**src/verilog/dpsgc_pkg.sv**
```systemverilog
// Package: register map, status bit positions, CRC and timing constants.
// Assumes a single 20 MHz clock domain for the readout block.
package dpsgc_pkg;
  // Register offsets on the four register select lines
  localparam logic [3:0] OFF_DATA = 4'h0;
  localparam logic [3:0] OFF_STATUS = 4'h1;
  localparam logic [3:0] OFF_INDEX = 4'h2;
  localparam logic [3:0] OFF_GROUP_CHECK = 4'h6;
  // Status register bit positions
  localparam int BIT_PATH = 7;
  localparam int BIT_BLOCK = 6;
  localparam int BIT_FRAME = 5;
  localparam int BIT_UNCORR = 4;
  localparam int BIT_PARITY = 3;
  localparam int BIT_HEAD = 2;
  localparam int BIT_GROUP_OK = 1;
  localparam int BIT_REALTIME = 0;
  // Reset values
  localparam logic [7:0] STATUS_RST = 8'h00;
  localparam logic [7:0] INDEX_RST = 8'h00;
  localparam logic [15:0] CRC_RST = 16'h0000;
  // Group check generator x^16 + x^12 + x^5 + 1
  localparam logic [15:0] CRC_POLY = 16'h1021;
  // Packet layout: 272 bits received, 176 data bits delivered
  localparam int PKT_RX_BITS = 272;
  localparam int PKT_DATA_BITS = 176;
  localparam int PKT_HALFWORDS = PKT_DATA_BITS / 16;
  localparam logic [3:0] LAST_HALFWORD = 4'(PKT_HALFWORDS - 1);
  // Highest data and parity block numbers in a frame
  localparam logic [7:0] MAX_DATA_BLOCK = 8'hbd;
  localparam logic [7:0] MAX_PARITY_BLOCK = 8'h51;
  // Frame methods
  localparam logic [1:0] METHOD_A = 2'h0;
  localparam logic [1:0] METHOD_A_PRIME = 2'h1;
  localparam logic [1:0] METHOD_B = 2'h2;
  localparam logic [1:0] METHOD_C = 2'h3;
  // Register update must land within this window before the interrupt
  localparam int CLK_PERIOD_NS = 50;
  localparam int UPDATE_WINDOW_NS = 1000000;
  localparam int UPDATE_WINDOW_CYC = UPDATE_WINDOW_NS / CLK_PERIOD_NS;
  localparam int INT_LEAD_CYC = 1;
  // Data FIFO shape
  localparam int FIFO_WIDTH = 16;
  localparam int FIFO_DEPTH = 4;
  // Streamer states
  typedef enum logic [1:0] {
    ST_IDLE = 2'b01,
    ST_STREAM = 2'b10
  } dpsgc_state_e;
endpackage

```
**src/verilog/dpsgc_top.sv**
```systemverilog
// Packet status registers, post-correction data port and group CRC checker.
// Assumes host pins are asynchronous; packet inputs come from the same clock.

// Small FIFO, flip-flop storage, valid/ready on both sides
module dpsgc_fifo #(
  parameter int WIDTH = 16,
  parameter int DEPTH = 4
) (
  // Clock and reset
  input wire logic clk,
  input wire logic srst,
  input wire logic flush,
  // Fill side
  input wire logic in_valid,
  output logic in_ready,
  input wire logic [WIDTH-1:0] in_data,
  // Drain side
  output logic out_valid,
  input wire logic out_ready,
  output logic [WIDTH-1:0] out_data
);
  localparam int AW = $clog2(DEPTH);
  logic [WIDTH-1:0] mem_reg [DEPTH];
  logic [AW-1:0] wr_ptr_reg, rd_ptr_reg;
  logic [AW:0] count_reg;
  logic do_push, do_pop;

  // Handshake terms and honest full/empty
  assign in_ready = (count_reg != (AW+1)'(DEPTH));
  assign out_valid = (count_reg != '0);
  assign out_data = mem_reg[rd_ptr_reg];
  assign do_push = in_valid && in_ready;
  assign do_pop = out_valid && out_ready;
  // Storage write
  always_ff @(posedge clk) begin
    if (do_push) begin
      mem_reg[wr_ptr_reg] <= in_data;
    end
  end

  // Pointers and fill count
  always_ff @(posedge clk) begin
    if (srst || flush) begin
      wr_ptr_reg <= '0;
      rd_ptr_reg <= '0;
      count_reg <= '0;
    end else begin
      if (do_push) begin
        wr_ptr_reg <= (wr_ptr_reg == AW'(DEPTH - 1)) ? '0 : wr_ptr_reg + 1'b1;
      end
      if (do_pop) begin
        rd_ptr_reg <= (rd_ptr_reg == AW'(DEPTH - 1)) ? '0 : rd_ptr_reg + 1'b1;
      end
      count_reg <= count_reg + (AW+1)'(do_push) - (AW+1)'(do_pop);
    end
  end
endmodule

// Notes on behaviour
// - Status bit 7 is 0 for horizontal-only, 1 after vertical plus second pass.
// - Real-time blocks report bit 7 and bit 3 as 0.
// - Bits 6 and 5 show block and frame lock when the packet arrived.
// - Bit 4 set when correction failed or layer 2 CRC saw an error.
// - Bit 3 set when the packet was judged a parity block.
// - Bit 2 marks the frame head block, meaningful only with bit 7 clear.
// - Bit 1 shows an all-zero group CRC, sampled just before the read.
// - Bit 0 marks a real-time block, only possible in method A prime.
// - Block index register holds data block 0..189 or parity block 0..81.
// - Vertical output never carries parity blocks; index undefined under halt.
// - Both read registers update shortly before the interrupt goes active.
// - Host writes group bytes and check word to offset 6; each byte folds in.
// - Group CRC pin is high while the division register is all zero.
// - Groups are unlimited; a good group leaves the register at zero.
// - Division uses x^16 + x^12 + x^5 + 1.
// - Each packet delivers exactly 176 bits, first halfword first, in 16 bits or as low byte then high byte in 8 bits.
// - Incoming packets are 272 bits: 176 data, 14 CRC, 82 parity.
module dpsgc_top (
  // Clock and reset
  input wire logic clk,
  input wire logic srst,
  // Packet from the correction engine
  input wire logic pkt_valid,
  output logic pkt_ready,
  input wire logic [271:0] pkt_word,
  input wire logic [7:0] pkt_index,
  input wire logic pkt_vertical,
  input wire logic pkt_block_locked,
  input wire logic pkt_frame_locked,
  input wire logic pkt_corr_failed,
  input wire logic pkt_l2_error,
  input wire logic pkt_parity,
  input wire logic pkt_head,
  input wire logic pkt_realtime,
  // Mode controls from the control registers
  input wire logic [1:0] frame_method,
  input wire logic vertical_correction_halt,
  input wire logic group_check_clear,
  input wire logic wide_mode,
  input wire logic dma_en,
  input wire logic ack_strobes,
  input wire logic req_active_high,
  input wire logic ack_active_high,
  // Host parallel bus pins
  input wire logic cs_n,
  input wire logic read_strobe_n,
  input wire logic write_strobe_n,
  input wire logic [3:0] register_select_lines,
  input wire logic [15:0] data_in,
  output logic [15:0] data_out,
  output logic data_oe,
  input wire logic transfer_ack,
  output logic transfer_request,
  // Event and check outputs
  output logic int_n,
  output logic group_check_ok
);
  dpsgc_pkg::dpsgc_state_e state_reg;
  logic [7:0] status_reg, index_reg, status_next, din2;
  logic [15:0] crc_reg, dout_reg, fifo_out_data, s1_reg, s2_reg;
  logic [175:0] buf_reg;
  logic [3:0] ptr_reg, sel2;
  logic pkt_ready_reg, int_pend_reg, int_n_reg, gc_ok_reg, oe_reg, req_reg;
  logic hi_byte_reg, strobe_prev_reg, wr_prev_reg;
  logic accept, drop, keep, rt_pkt, cs2, rd2, wr2, ack2, ack_on, strobe_now, data_sel;
  logic rd_fall, rd_rise, wr_fall, status_read;
  logic fifo_in_valid, fifo_in_ready, fifo_out_valid, fifo_out_ready;

  // Two-flop synchronisers for every host input pin except data_in[15:8]
  always_ff @(posedge clk) begin
    s1_reg <= {cs_n, read_strobe_n, write_strobe_n, transfer_ack, register_select_lines, data_in[7:0]};
    s2_reg <= s1_reg;
  end
  assign {cs2, rd2, wr2, ack2, sel2, din2} = s2_reg;

  // Strobe decode: RD with select, or DMA via RD or acknowledge
  assign ack_on = (ack2 == ack_active_high);
  assign strobe_now = dma_en ? (ack_strobes ? ack_on : (!rd2 && ack_on)) : (!rd2 && !cs2);
  assign data_sel = dma_en || (sel2 == dpsgc_pkg::OFF_DATA);
  assign rd_fall = strobe_now && !strobe_prev_reg;
  assign rd_rise = !strobe_now && strobe_prev_reg;
  assign wr_fall = !wr2 && wr_prev_reg && !cs2;
  assign status_read = rd_fall && !dma_en && (sel2 == dpsgc_pkg::OFF_STATUS);

  // Strobe edge history
  always_ff @(posedge clk) begin
    if (srst) begin
      strobe_prev_reg <= 1'b0;
      wr_prev_reg <= 1'b1;
    end else begin
      strobe_prev_reg <= strobe_now;
      wr_prev_reg <= wr2;
    end
  end

  // Packet acceptance; vertical parity packets are swallowed silently
  assign accept = pkt_valid && pkt_ready_reg;
  assign drop = pkt_vertical && pkt_parity;
  assign keep = accept && !drop;
  // Real-time marking exists only in method A prime
  assign rt_pkt = pkt_realtime && (frame_method == dpsgc_pkg::METHOD_A_PRIME);

  // Status word from the packet attributes
  always_comb begin
    status_next = dpsgc_pkg::STATUS_RST;
    status_next[dpsgc_pkg::BIT_PATH] = pkt_vertical && !rt_pkt;
    status_next[dpsgc_pkg::BIT_BLOCK] = pkt_block_locked;
    status_next[dpsgc_pkg::BIT_FRAME] = pkt_frame_locked;
    status_next[dpsgc_pkg::BIT_UNCORR] = pkt_corr_failed || pkt_l2_error;
    status_next[dpsgc_pkg::BIT_PARITY] = pkt_parity && !rt_pkt;
    status_next[dpsgc_pkg::BIT_HEAD] = pkt_head && !pkt_vertical;
    status_next[dpsgc_pkg::BIT_REALTIME] = rt_pkt;
  end

  // Read registers change only on a kept packet, never on host writes
  always_ff @(posedge clk) begin
    if (srst) begin
      status_reg <= dpsgc_pkg::STATUS_RST;
      index_reg <= dpsgc_pkg::INDEX_RST;
    end else if (keep) begin
      status_reg <= status_next;
      index_reg <= pkt_index;
    end
  end

  // Interrupt goes active one cycle after the registers settle
  always_ff @(posedge clk) begin
    if (srst) begin
      int_pend_reg <= 1'b0;
      int_n_reg <= 1'b1;
    end else begin
      int_pend_reg <= keep;
      if (int_pend_reg) begin
        int_n_reg <= 1'b0;
      end else if (keep || status_read || (rd_fall && data_sel)) begin
        int_n_reg <= 1'b1;
      end
    end
  end

  // Streamer: copy the 176 data bits into the FIFO as 11 halfwords
  always_ff @(posedge clk) begin
    if (srst) begin
      state_reg <= dpsgc_pkg::ST_IDLE;
      ptr_reg <= 4'h0;
      buf_reg <= '0;
      pkt_ready_reg <= 1'b1;
    end else if (keep) begin
      state_reg <= dpsgc_pkg::ST_STREAM;
      ptr_reg <= 4'h0;
      buf_reg <= pkt_word[dpsgc_pkg::PKT_RX_BITS-1 -: dpsgc_pkg::PKT_DATA_BITS];
      pkt_ready_reg <= 1'b0;
    end else begin
      unique case (state_reg)
        dpsgc_pkg::ST_IDLE: begin
          pkt_ready_reg <= 1'b1;
        end
        dpsgc_pkg::ST_STREAM: begin
          if (fifo_in_ready) begin
            ptr_reg <= ptr_reg + 4'h1;
            buf_reg <= {buf_reg[159:0], 16'h0000};
            if (ptr_reg == dpsgc_pkg::LAST_HALFWORD) begin
              state_reg <= dpsgc_pkg::ST_IDLE;
            end
          end
          if (status_read || (ptr_reg == dpsgc_pkg::LAST_HALFWORD && fifo_in_ready)) begin
            pkt_ready_reg <= 1'b1; // Host may skip: the next packet preempts
          end
        end
      endcase
    end
  end
  assign fifo_in_valid = (state_reg == dpsgc_pkg::ST_STREAM) && !keep;
  dpsgc_fifo #(
    .WIDTH(dpsgc_pkg::FIFO_WIDTH),
    .DEPTH(dpsgc_pkg::FIFO_DEPTH)
  ) u_fifo (
    .clk(clk),
    .srst(srst),
    .flush(keep),
    .in_valid(fifo_in_valid),
    .in_ready(fifo_in_ready),
    .in_data(buf_reg[175:160]),
    .out_valid(fifo_out_valid),
    .out_ready(fifo_out_ready),
    .out_data(fifo_out_data)
  );
  // Pop after the trailing edge of a full-width read or the high byte
  assign fifo_out_ready = rd_rise && data_sel && (wide_mode || hi_byte_reg);
  // Byte lane tracking in 8-bit mode
  always_ff @(posedge clk) begin
    if (srst || keep) begin
      hi_byte_reg <= 1'b0;
    end else if (rd_rise && data_sel && !wide_mode) begin
      hi_byte_reg <= !hi_byte_reg;
    end
  end

  // Read data mux, latched on the leading strobe edge
  always_ff @(posedge clk) begin
    if (srst) begin
      dout_reg <= 16'h0000;
    end else if (rd_fall) begin
      if (data_sel) begin
        dout_reg <= wide_mode ? fifo_out_data : {8'h00, hi_byte_reg ? fifo_out_data[15:8] : fifo_out_data[7:0]};
      end else if (sel2 == dpsgc_pkg::OFF_STATUS) begin
        dout_reg <= {8'h00, status_reg | (8'(gc_ok_reg) << dpsgc_pkg::BIT_GROUP_OK)};
      end else if (sel2 == dpsgc_pkg::OFF_INDEX) begin
        dout_reg <= {8'h00, index_reg};
      end else begin
        dout_reg <= 16'h0000;
      end
    end
  end

  // Bus drive and DMA request
  always_ff @(posedge clk) begin
    if (srst) begin
      oe_reg <= 1'b0;
      req_reg <= !req_active_high;
    end else begin
      oe_reg <= strobe_now;
      req_reg <= (dma_en && fifo_out_valid) == req_active_high;
    end
  end

  // Group CRC division, one byte per write, MSB first
  function automatic logic [15:0] crc_fold(input logic [15:0] c, input logic [7:0] d);
    logic [15:0] r;
    r = c;
    for (int i = 7; i >= 0; i--) begin
      r = (r[15] ^ d[i]) ? ((r << 1) ^ dpsgc_pkg::CRC_POLY) : (r << 1);
    end
    return r;
  endfunction

  // Division register: cleared by the control, fed by offset 6 writes
  always_ff @(posedge clk) begin
    if (srst || group_check_clear) begin
      crc_reg <= dpsgc_pkg::CRC_RST;
    end else if (wr_fall && sel2 == dpsgc_pkg::OFF_GROUP_CHECK) begin
      crc_reg <= crc_fold(crc_reg, din2);
    end
  end

  // Zero detect for pin and status flag
  always_ff @(posedge clk) begin
    if (srst) begin
      gc_ok_reg <= 1'b1;
    end else begin
      gc_ok_reg <= (crc_reg == 16'h0000);
    end
  end

  assign pkt_ready = pkt_ready_reg;
  assign int_n = int_n_reg;
  assign group_check_ok = gc_ok_reg;
  assign data_out = dout_reg;
  assign data_oe = oe_reg;
  assign transfer_request = req_reg;

  property p_path_rt;
    @(posedge clk) disable iff (srst) keep && rt_pkt |=> !status_reg[7] && !status_reg[3];
  endproperty
  a_path_rt: assert property (p_path_rt) else $error("realtime packet flags");
  property p_path;
    @(posedge clk) disable iff (srst) keep && !rt_pkt |=> status_reg[7] == $past(pkt_vertical);
  endproperty
  a_path: assert property (p_path) else $error("path flag wrong");
  property p_err;
    @(posedge clk) disable iff (srst) keep |=> status_reg[4] == ($past(pkt_corr_failed) || $past(pkt_l2_error));
  endproperty
  a_err: assert property (p_err) else $error("uncorrectable flag wrong");
  property p_realtime_block_flag;
    @(posedge clk) disable iff (srst) keep && frame_method != dpsgc_pkg::METHOD_A_PRIME |=> !status_reg[0];
  endproperty
  a_realtime_block_flag: assert property (p_realtime_block_flag) else $error("realtime flag outside A prime");
  property p_head;
    @(posedge clk) disable iff (srst) status_reg[7] |-> !status_reg[2];
  endproperty
  a_head: assert property (p_head) else $error("head flag with path flag");
  property p_int_after_update;
    @(posedge clk) disable iff (srst) $fell(int_n_reg) |-> $past(keep, 2);
  endproperty
  a_int_after_update: assert property (p_int_after_update) else $error("interrupt without update");
  property p_int_lead;
    @(posedge clk) disable iff (srst) keep |-> ##2 !int_n_reg;
  endproperty
  a_int_lead: assert property (p_int_lead) else $error("interrupt late");
  property p_regs_stable;
    @(posedge clk) disable iff (srst) !keep |=> $stable(status_reg) && $stable(index_reg);
  endproperty
  a_regs_stable: assert property (p_regs_stable) else $error("read register changed");
  property p_crc_pin;
    @(posedge clk) disable iff (srst) (crc_reg == 16'h0000) |=> group_check_ok;
  endproperty
  a_crc_pin: assert property (p_crc_pin) else $error("group pin low on zero");
  property p_drop;
    @(posedge clk) disable iff (srst) accept && drop |=> $stable(status_reg) ##1 !$fell(int_n_reg);
  endproperty
  a_drop: assert property (p_drop) else $error("vertical parity packet reported");
  c_packet: cover property (@(posedge clk) disable iff (srst) keep ##[1:40] fifo_out_ready);
  c_crc_good: cover property (@(posedge clk) disable iff (srst) wr_fall ##2 group_check_ok);
  c_skip: cover property (@(posedge clk) disable iff (srst) status_read ##[1:20] keep);
endmodule

```
**config.mk**
```make
export PLATFORM = sky130hd
export DESIGN_NAME = dpsgc_top
export DESIGN_NICKNAME = d
export VERILOG_FILES = /design/src/verilog/dpsgc_pkg.sv /design/src/verilog/dpsgc_top.sv
export SDC_FILE = /design/constraint.sdc
export NUM_CORES = 1
export LEC_CHECK = 0
export ABC_AREA = 1
export BUFFER_PORTS_ARGS = -buffer_cell sky130_fd_sc_hd__buf_2
export CORE_MARGIN = 5
export CORE_UTILIZATION = 25
export CTS_CLUSTER_DIAMETER = 30
export CTS_CLUSTER_SIZE = 28
export DETAILED_ROUTE_END_ITERATION = 16
export PLACE_DENSITY = 0.42
export SETUP_SLACK_MARGIN = 0.2
export SYNTH_ARGS = -nofsm -noshare
export SYNTH_HDL_FRONTEND = slang
export SYNTH_SLANG_ARGS = --single-unit
```
**constraint.sdc**
```tcl
create_clock -name clk -period 2.5 [get_ports clk]
set_input_delay 0.25 -clock clk [delete_from_list [all_inputs] [get_ports clk]]
set_output_delay 0.25 -clock clk [all_outputs]
set_load 0.05 [all_outputs]
```
* Word level (Yosys, flattened, before mapping)
Memories as Yosys holds them, arrays and structs flattened. A register that Yosys moved wholly into a read port is not among the register bits.
Index checks and enable logic that the tools add are counted.
** Operators by class
- Reduce and logical (&&, ||, !) cells :: 57
- Bitwise operators :: 17
- Equal/unequal tests :: 13
- Add/subtract/negate cells :: 5
- Multiplexer cells :: 34
** Operators with widths (count)
- $mux 176 :: 3
- $mux 13 :: 8
- $mux 16 :: 2
- $logic_and 1x1->1 :: 25
- $mux 8 :: 3
- $not 3->3 :: 8
- $logic_not 16->1 :: 1
- $mux 2 :: 8
- $logic_not 1->1 :: 13
- $mux 1 :: 9
- $logic_or 1x1->1 :: 8
- $or 8x2->8 :: 1
- $reduce_bool 2->1 :: 4
- $xor 1x1->1 :: 8
- $eq 2x2->1 const B :: 3
- $ne 3x3->1 const B :: 2
- $add 2x1->2 const B :: 2
- $add 4x1->4 const B :: 1
- $eq 2x1->1 const B :: 2
- $eq 4x1->1 const B :: 1
- $eq 4x2->1 const B :: 1
- $eq 4x3->1 const B :: 1
- $eq 4x4->1 const B :: 1
- $logic_not 4->1 :: 1
- other kinds (8) :: 10
** Storage, ports and cells
- Logic and storage cells :: 147
- Input bits :: 324
- Memories :: 1
- Bits in writable memories :: 64
- Output and inout bits :: 21
- Bits in registers :: 276
** Memories
- u_fifo.mem_reg :: words 4, bits a word 16, rd ports 1, clocked after Yosys merged registers in 1, wr ports 1, line dpsgc_top.sv:23 : logic [WIDTH-1:0] mem_reg [DEPTH];

* Depth between registers and ports, before layout
Gate-level depths: netlist (run 1).
- Depth after elaboration :: 16
- Mapped depth :: 11
- Gate-level depth less buffers :: 11

* Cells and area by module
From an unflattened synthesis (run 1), not the netlist that was laid out.
** Unflattened totals
- Cell total of the unflattened synthesis :: 1943
- Area, all modules :: 14711.6 um^2
** By module, submodules not included
- dpsgc_top :: instances 1, area an instance 11855.1 um^2, cells each 1725, sequential area each 5385.2 um^2
- dpsgc_fifo :: instances 1, area an instance 2856.5 um^2, cells each 218, sequential area each 2102.0 um^2

* Worst setup path before layout (run 1)
Ideal clock, no wire load.
- Path type :: register to register
- Start point :: reg pkt_ready_reg, in the netlist pkt_ready
- End point :: mem u_fifo.mem_reg[0][0] (enable)
- Setup time :: 0.389 ns
- Clock period less this slack :: 2.235 ns
- Data required time :: 2.111 ns
- Arrival time :: 1.847 ns
- Cell stages (with the launch flop) :: 7
- Slack :: 0.265 ns
- Path buffers :: 1
- Path through :: dfxtp_1 > nand3_2 > inv_4 > nor2_8 > buf_4 > inv_1 > nor2_1
** Between the ends
- Longest elaborated chain between the ends :: 7
** Ends and longest elaborated chain
- from (decl) :: line dpsgc_top.sv:122 : logic pkt_ready_reg, int_pend_reg, int_n_reg, gc_ok_reg, oe_reg, req_reg;
- from (signal assigned) :: line dpsgc_top.sv:206 : pkt_ready_reg <= 1'b1;
- from (signal assigned) :: line dpsgc_top.sv:211 : pkt_ready_reg <= 1'b0;
- from (signal assigned) :: line dpsgc_top.sv:215 : pkt_ready_reg <= 1'b1;
- $logic_and 1x1->1 :: line dpsgc_top.sv:156 : assign accept = pkt_valid && pkt_ready_reg;
- $logic_and 1x1->1 :: line dpsgc_top.sv:158 : assign keep = accept && !drop;
- $logic_not 1->1 :: line dpsgc_top.sv:232 : assign fifo_in_valid = (state_reg == dpsgc_pkg::ST_STREAM) && !keep;
- $logic_and 1x1->1 :: line dpsgc_top.sv:232
- $logic_and 1x1->1 :: line dpsgc_top.sv:32 : assign do_push = in_valid && in_ready;
- $mux 1 :: line dpsgc_top.sv:36 : if (do_push) begin
- $mux 1 (implied by the code) :: line dpsgc_top.sv:37 : mem_reg[wr_ptr_reg] <= in_data;
- to (decl) :: line dpsgc_top.sv:23
Every way passes these cells.

* Final worst setup path (run 1)
- Start point :: reg s2_reg[10]
- End point :: reg u_fifo.count_reg[2]
** Between the ends
- Longest elaborated chain between the ends :: 6
** Ends and longest elaborated chain
- from (decl) :: line dpsgc_top.sv:119 : logic [15:0] crc_reg, dout_reg, fifo_out_data, s1_reg, s2_reg;
- from (signal assigned) :: line dpsgc_top.sv:131 : s2_reg <= s1_reg;
- $logic_not 4->1 :: line dpsgc_top.sv:138 : assign data_sel = dma_en || (sel2 == dpsgc_pkg::OFF_DATA);
- $logic_or 1x1->1 :: line dpsgc_top.sv:138
- $logic_and 1x1->1 (2 in a row) :: line dpsgc_top.sv:248 : assign fifo_out_ready = rd_rise && data_sel && (wide_mode || hi_byte_reg);
- $logic_and 1x1->1 :: line dpsgc_top.sv:33 : assign do_pop = out_valid && out_ready;
- $sub 3x1->3 :: line dpsgc_top.sv:54 : count_reg <= count_reg + (AW+1)'(do_push) - (AW+1)'(do_pop);
- to (signal assigned) :: line dpsgc_top.sv:54
- to (decl) :: line dpsgc_top.sv:25 : logic [AW:0] count_reg;
Every way passes these cells.
A chain may end at the register's enable or synchronous reset.

==> results of run 1 <==
==> logic make-up (layout without fill, tap and decap cells) <==
group	Yosys count	in the layout	synth area share (%)
buffers and inverters	156	706	5.171
XOR/XNOR	19	19	1.244
adder cells (fa/ha/maj)	9	9	0.8977
AND/OR/NAND/NOR	809	809	24.49
flip-flops	342	342	55.96
AO/OA/AOI/OAI	255	255	12.24
==> worst min-delay path, cell delays in order <==
cell and delay, ns:
buf_2 0.11, nand2_1 0.13, a31oi_1 0.09
==> cell usage in the layout (no fill, tap or decap), drive strengths merged <==
cell,instances
dlygate4sd3,208
nor3,1
clkinvlp,13
bufinv,5
nand3,94
nand2,619
clkinv,32
dfxtp,278
o21ai,14
nand3b,2
nor4,4
a32o,19
and3,2
o31ai,1
buf,268
and2,1
nand2b,2
nand4,6
xnor2,7
a31oi,139
fa,1
nor2,76
clkbuf,119
ha,8
a22oi,21
xor2,12
a22o,10
or2,2
inv,61
edfxtp,64
a21oi,51
==> worst max-delay path by stage <==
stage,from,end,slack (ns),cells past startpoint
finish,s2_reg[10]$_DFF_P_,u_fifo.count_reg[2]$_SDFF_PP0_,0.50,9
global placement,ack_strobes,u_fifo.count_reg[2]$_SDFF_PP0_,0.38,12
detailed placement,s2_reg[10]$_DFF_P_,u_fifo.count_reg[2]$_SDFF_PP0_,0.37,9
CTS,s2_reg[10]$_DFF_P_,u_fifo.count_reg[2]$_SDFF_PP0_,0.35,9
global route,s2_reg[10]$_DFF_P_,u_fifo.count_reg[2]$_SDFF_PP0_,0.32,9
floorplan,pkt_ready$_SDFFE_PP1P_,u_fifo.mem_reg[0][0]$_DFFE_PP_,0.26,6
==> stage by stage <==
step | total power, uW | area [um2] | std cells | worst slack [ns]
floorplan | 6802 | 13380 | 1590 | 0.2648
global placement | 7286 | 15270 | 2449 | 0.3773
detailed placement | 7289 | 15270 | 2449 | 0.3663
CTS | 18890 | 20380 | 2827 | 0.3536
global route | 19390 | 20390 | 2828 | 0.3199
finish | 18620 | 20390 | 2828 | 0.4982
==> area by class of cell <==
class                   count  share of cell area (%)
multi-input cells        1092                   25.52
flip-flops and latches    342                   36.72
well taps                 688                   4.222
repair buffers            476                   17.55
clock inverters            51                   2.179
inverters                  60                   1.129
clock buffers             119                   12.68
==> what timing repair did <==
| item | CTS | global route |
|---|---|---|
| hold buffers | 208 | 0 |
| endpoints found under the hold margin | 222 | 0 |
| setup buffers | 0 | 1 |
| setup endpoints to repair | 0 | 1 |
==> power breakdown <==
part,switching (uW),total (uW),internal [uW]
logic,752,1360,612
registers,165,6070,5910
clock network,3470,11200,7720
total,4390,18600,14200
==> metal layers <==
| metal | up-vias | share of wire, % | track usage, % |
|---|---|---|---|
| met5 | - | 0.028 | 0 |
| met4 | 2 | 3.0 | 6.787 |
| met3 | 99 | 5.0 | 3.449 |
| met2 | 329 | 48 | 25.78 |
| met1 | 5894 | 44 | 19.43 |
| li1 | 6338 | - | - |
==> results.md, run 1 <==
* Run status: finished, final reports clean
* Max-slew violations at 0
* Total Routing Usage GR at 15.52%
* Hold crit path type: in -> reg
* DRC viols at 0
* Die area at 0.05825 mm2
* Post-cts repair resize count at 0
* Hold Path End: buf_reg[175]$_SDFFE_PP0P_
* Most used cell along the critical path: xor2_1
* Fillers at 5370
* Die Span X at 241.3 um
* Sequential Area at 0.007487 mm2
* Syn Inst Count at 1590
* Clk slew on worst S/H paths at 0.05 ns
* Top Ports at 345
* Final period util at 80.07%
* First-pass GRT wire length at 71520 um
* Yosys reg bits at 342
* Reg2Reg Setup Slack at 0.50 ns
* Via density per instance at 4.477
* Post-Route Skew at 0.01674 ns
* Die height at 241.3 um
* Worst vdd ir at 0.0004732 V
* Number of global-route vias before repair at 13050
* Worst Reg-to-Reg Cells at 9
* Fmax at 499.5 MHz
* Worst slew margin at 35.08%
* FFs w/ async S/R, synth at 0%
* Crit path launch type: register
* Worst path buffer plus inverter count at 0
* Leading area contributor after synthesis: dfxtp_1
* Hold path depth at 3
* Detailed Route WL at 45970 um
* Crit-path leading delay family: adder cells
* GPL Wtd Cong at 0.7840
* Register area share after synthesis at 55.96%
* RSZ-0062 raised after global routing: no
* Hold path start: pkt_word[271]
* Gr ovfl total at 0
* Initial DRC Count at 748
* Endpoint class of the critical path: register
* Number of port buffers at 239
* Count of cell types in the netlist at 39
* Final core utilization at 38.64%
* Syn_nets at 1923
* Final hold vios at 0
* Layout area overhead at 52.38%
* Drt first pass iters at 5
* Area of the mapped netlist at 0.01338 mm2
* # setup viols final at 0
* Worst-margin pin slew at 0.9738 ns
* CORE AREA at 0.05276 mm2
* Crit Path Max Fanout at 2
* Clock sink count at 342
* Worst-Skew Late Latency at 0.60 ns
* Initial antenna violation count at 1
* Primary FF master, synth: dfxtp_1
* # rows at 84
* Crit path cell chain: nor2_4, nand2_1, a21oi_1, nand4_1, xor2_1, ha_1, fa_1, xor2_1, nor2_1
* R2r endpoint: u_fifo.count_reg[2]$_SDFF_PP0_
* Post-route setup TNS at 0 ns
* Worst EP required at 2.98 ns
* Initial Utilization at 25.36%
* Fin crit period at 2.002 ns
* Clock Tree Root: clkbuf_16
* Yosys warning count at 0
* Top cells by area, synth: dfxtp_1 42%, nand2_1 17%, edfxtp_1 14%
* Top-count cell post-synth: nand2_1
* CTS tree: yes
* Nets at 2396
* CP Class: reg -> reg
* Crit path DAT at 2.48 ns
* Drt wl/cell at 16.25 um
* Area of the multi-input gates at 0.005204 mm2
* Reg2Reg Launch Point: s2_reg[10]$_DFF_P_
* Max reg flops at 176
* HPWL after DPL at 29510 um
* Most instantiated cells after synthesis: 617 x nand2_1, 278 x dfxtp_1, 139 x a31oi_1
* Slowest stage delay, CP at 0.40 ns
* N_diodes at 0
* Syn avg cell area at 8.415 um2
* Worst hold slack at 0.04650 ns
* Routed via count at 12660
* Largest net degree at the start of global routing at 95
* Slowest-stage cell, CP: fa_1
* H-tree depth at 3
* EDFF count, synth at 64
* Fraction of layout cells with a size suffix above 1 at 20.65%
* Leakage at 0.008194 uW
* Max-cap violation count at 0
* Share of the synthesized area in the top cell type at 41.59%
* Final ANT Viol Nets at 0
* Bufs on Longest Clock Path at 3
* Power Dens Cells at 913.5 mW/mm2
* CTS buffer count at 91
Note: power is estimated with default switching activity, not from simulation.
==> inputs of run 2 (changes only) <==
--- a/config.mk
+++ b/config.mk
@@ -5,7 +5,7 @@
 export SDC_FILE = /design/constraint.sdc
 export NUM_CORES = 1
 export LEC_CHECK = 0
-export ABC_AREA = 1
+export ABC_AREA = 0
 export BUFFER_PORTS_ARGS = -buffer_cell sky130_fd_sc_hd__buf_2
 export CORE_MARGIN = 5
 export CORE_UTILIZATION = 25
==> constraint.sdc (replaced) <==
create_clock -name clk -period 2.05 [get_ports clk]
set_input_delay 0.205 -clock clk [delete_from_list [all_inputs] [get_ports clk]]
set_output_delay 0.205 -clock clk [all_outputs]
set_load 0.05 [all_outputs]
==> run 2 against run 1 <==
The flow now finishes with violations (negative setup slack). Synthesized cell count shrank 7.2%. Area after synthesis is 4.0% higher. Sequential share of layout area decreased by 4.5 points. Power is 34% higher. Largest cell class unchanged. Setup slack worse by 0.56 ns. Final cell count is 0.18% higher. Flip-flop and latch count stayed put. Clock skew up 0.0075 ns. Non-clock buffer count grew 76. Die area increased by 3.8%. Wire length up 13%.
==> results.md, run 2 <==
* Run status: finished, violations left
* Failing checks: negative setup slack
* Hold path depth at 4 (+1)
* First-pass GRT wire length at 75070 um (+5.0%)
* Most used cell along the critical path: or2_2
* Number of port buffers at 239 (unchanged)
* Logic pwr share at 8.9% (+1.6 points)
* Post-route setup TNS at -0.06284 ns (-0.06284 ns)
* RSZ-0062 raised after global routing: yes
* DRC viols at 0 (unchanged)
* Syn_nets at 1809 (-5.9%)
* Top-count cell post-synth: nand2_1
* P_int at 18820 uW (+32%)
* Hold path start: frame_method[1]
* Crit-path leading delay family: simple AND/OR/NAND/NOR gates
* Worst-margin pin slew at 0.7726 ns (-0.2013 ns)
* Slowest-stage cell, CP: fa_2
* Nets at 2335 (-2.5%)
* Reg2Reg Launch Point: s2_reg[9]$_DFF_P_
* Hold Path End: status_reg[0]$_SDFFE_PP0P_
* Total Routing Usage GR at 15.75% (+0.23 points)
* Number of global-route vias before repair at 13260 (+1.6%)
* Drt first pass iters at 5 (unchanged)
* Leakage at 0.008963 uW (+9.4%)
* Fmax at 473.3 MHz (-5.3%)
* Clock Tree Root: clkbuf_16
* Pwr Total at 24920 uW (+34%)
* Worst vdd ir at 0.0005739 V (+21%)
* Most instantiated cells after synthesis: 361 x nand2_1, 278 x dfxtp_1, 216 x nor2_1
* Clk slew on worst S/H paths at 0.05 ns (about the same)
* Post-Route Skew at 0.02423 ns (+0.007490 ns)
* CTS tree: yes
* Max-cap violation count at 0 (unchanged)
* Power Dens Cells at 1072 mW/mm2 (+17%)
* Die area at 0.06046 mm2 (+3.8%)
* Crit path cell chain: nor4_4, or2_2, nand3_1, or2_2, fa_2, xnor2_2, xnor2_1, nor2_1
* Die Span X at 245.9 um (+1.9%)
* Syn avg cell area at 9.425 um2 (+12%)
* Final ANT Viol Nets at 0 (unchanged)
* Die height at 245.9 um (+1.9%)
* Syn Inst Count at 1476 (-7.2%)
* Crit Path Max Fanout at 2 (unchanged)
* Initial antenna violation count at 1 (unchanged)
* GPL Wtd Cong at 0.7928 (+1.1%)
* CP Class: reg -> reg
* Yosys warning count at 0 (unchanged)
* Drt wl/cell at 18.26 um (+12%)
* Final period util at 103.1% (+23 points)
* Via density per instance at 4.647 (+3.8%)
* N_diodes at 0 (unchanged)
* Endpoint class of the critical path: register
* Leading area contributor after synthesis: dfxtp_1
* FFs w/ async S/R, synth at 0% (unchanged)
* Sw Share at 24.46% (+0.89 points)
* Cell Count, Final, Fillers Out at 2833 (+0.18%)
* Top cells by area, synth: dfxtp_1 40%, edfxtp_1 14%, a311oi_1 10%
* Layout area overhead at 67.03%
* Final hold vios at 0 (unchanged)
* Most frequent cells in the layout: 347 x nand2_1, 272 x dfxtp_1, 238 x buf_2
* Hold crit path type: in -> reg
* Initial DRC Count at 680 (-9.1%)
* Crit path launch type: register
* Clock Power Share at 60.8% (+0.7 points)
* Crit path DAT at 2.60 ns (+0.12 ns)
* Largest net degree at the start of global routing at 123 (+29%)
* Reg power frac at 30.3% (-2.3 points)
* Share of the synthesized area in the top cell type at 40.01% (-1.6 points)
* Fin crit period at 2.113 ns (+0.1110 ns)
* Total net switching power at 6094 uW (+39%)
* Count of cell types in the netlist at 54 (+38%)
* Worst-Skew Late Latency at 0.62 ns (+0.02 ns)
* Primary FF master, synth: dfxtp_1
* Setup slack after layout at -0.06284 ns (-0.5610 ns)
* Max reg flops at 176 (unchanged)
* # setup viols final at 1 (+1)
* Worst slew margin at 48.50% (+13 points)
* Initial Utilization at 25.25% (-0.11 points)
* Fraction of layout cells with a size suffix above 1 at 30.84% (+10 points)
* CTS buffer count at 99 (+8.8%)
* Gr ovfl total at 0 (unchanged)
* Register area share after synthesis at 53.82% (-2.1 points)
* Detailed Route WL at 51740 um (+13%)
* Routed via count at 13170 (+4.0%)
* # rows at 86 (+2.4%)
* Area of the mapped netlist at 0.01391 mm2 (+4.0%)
* Top Ports at 345 (unchanged)
* Bufs on Longest Clock Path at 3 (unchanged)
* Max-slew violations at 0 (unchanged)
* Final core utilization at 42.17% (+3.5 points)
* Yosys reg bits at 342 (unchanged)
* Clock sink count at 342 (unchanged)
* Reg2Reg Setup Slack at -0.06 ns (-0.56 ns)
* Worst Reg-to-Reg Cells at 8 (-1)
* HPWL after DPL at 30710 um (+4.1%)
* Commonest non-fill, non-tap cell in the layout: nand2_1
* Fillers at 5379 (+0.17%)
* R2r endpoint: u_fifo.count_reg[2]$_SDFF_PP0_
* DP Cell Count at 2398 (-2.1%)
* Worst path buffer plus inverter count at 0 (unchanged)
* H-tree depth at 3 (unchanged)
* Worst EP required at 2.54 ns (-0.44 ns)
* Slowest stage delay, CP at 0.38 ns (-0.02 ns)
* CORE AREA at 0.05509 mm2 (+4.4%)
* EDFF count, synth at 64 (unchanged)
## run 2: cell types whose count changed after synthesis, moves of 20 or more
| cell | delta |
|---|---|
| nand2_1 | -256 |
| a311oi_1 | +162 |
| inv_1 | -47 |
| a21oi_1 | -20 |
| nor2_1 | +145 |
| a31oi_1 | -136 |
| buf_2 | +31 |
| nand3_1 | -87 |
## run 2: area by class of cell
| class | count | area (um2) | share of cell area, % |
|---|---|---|---|
| clock buffers | 125 | 2736 | 11.78 |
| multi-input cells | 1001 | 6350 | 27.33 |
| repair buffers | 552 | 5035 | 21.67 |
| flip-flops and latches | 342 | 7497 | 32.27 |
| clock inverters | 59 | 653.1 | 2.811 |
| well taps | 748 | 935.9 | 4.028 |
| inverters | 6 | 27.53 | 0.1185 |
## run 2: timing repair
action                                  in CTS  in global routing
hold buffers                               210                  0
gates resized for setup                     15                125
endpoints found under the hold margin      234                  0
endpoints found under the setup margin     149                176
pin swaps                                    6                 54
setup buffers                                5                 10
cloned                                       5                 21
## run 2: cell families after synthesis
logic type | after synthesis | synth area share (%)
muxes | 32 | 3.985
DFF | 342 | 53.82
AOI/OAI and AO/OA | 282 | 15.88
xor gates and xnor gates | 31 | 1.952
adders and majority gates | 9 | 0.8635
and+or+nand+nor | 647 | 18.77
buffers and inverters | 133 | 4.731
## run 2: routing by layer
| metal | part of all wire, % | vias to the layer above | GRT usage, % |
|---|---|---|---|
| met5 | 0.025 | - | 0 |
| li1 | - | 6369 | - |
| met2 | 48 | 326 | 25.63 |
| met1 | 45 | 6366 | 20.53 |
| met4 | 2.7 | 2 | 5.628 |
| met3 | 4.4 | 103 | 3.696 |
## run 2: stage by stage
step | setup slack [ns] | hold WS (ns) | cell area (um2)
after floorplan | -0.09915 | 0.2327 | 13950
after global placement | -0.1533 | 0.3089 | 16250
after detailed placement | -0.1335 | 0.3091 | 16250
after CTS | -0.07053 | 0.02054 | 22020
after global routing | -0.1830 | 0.05276 | 23230
final | -0.06284 | 0.07052 | 23230
## run 2: worst max path at each step
| stage | startpoint | endpoint | cells past startpoint |
|---|---|---|---|
| final | s2_reg[9]$_DFF_P_ | u_fifo.count_reg[2]$_SDFF_PP0_ | 8 |
| after global routing | s2_reg[9]$_DFF_P_ | u_fifo.count_reg[2]$_SDFF_PP0_ | 8 |
| after CTS | s2_reg[9]$_DFF_P_ | u_fifo.count_reg[2]$_SDFF_PP0_ | 9 |
| after detailed placement | s2_reg[11]$_DFF_P_ | u_fifo.count_reg[2]$_SDFF_PP0_ | 9 |
| after global placement | s2_reg[11]$_DFF_P_ | u_fifo.count_reg[2]$_SDFF_PP0_ | 9 |
| after floorplan | s2_reg[11]$_DFF_P_ | u_fifo.count_reg[2]$_SDFF_PP0_ | 10 |
## run 2: power by group through the flow
stage                     combinational, uW  sequential, uW  clock [uW]
after global routing                   2400            7600       15800
after global placement                 1540            7660           0
after floorplan                         890            7620           0
after detailed placement               1560            7660           0
final                                  2210            7560       15100
after CTS                              1940            7560       15400
## run 2: worst min-delay path, cell delays in order
cell     delay [ns]
buf_2          0.07
and3b_1        0.21
nand2_1        0.08
a21oi_1        0.05
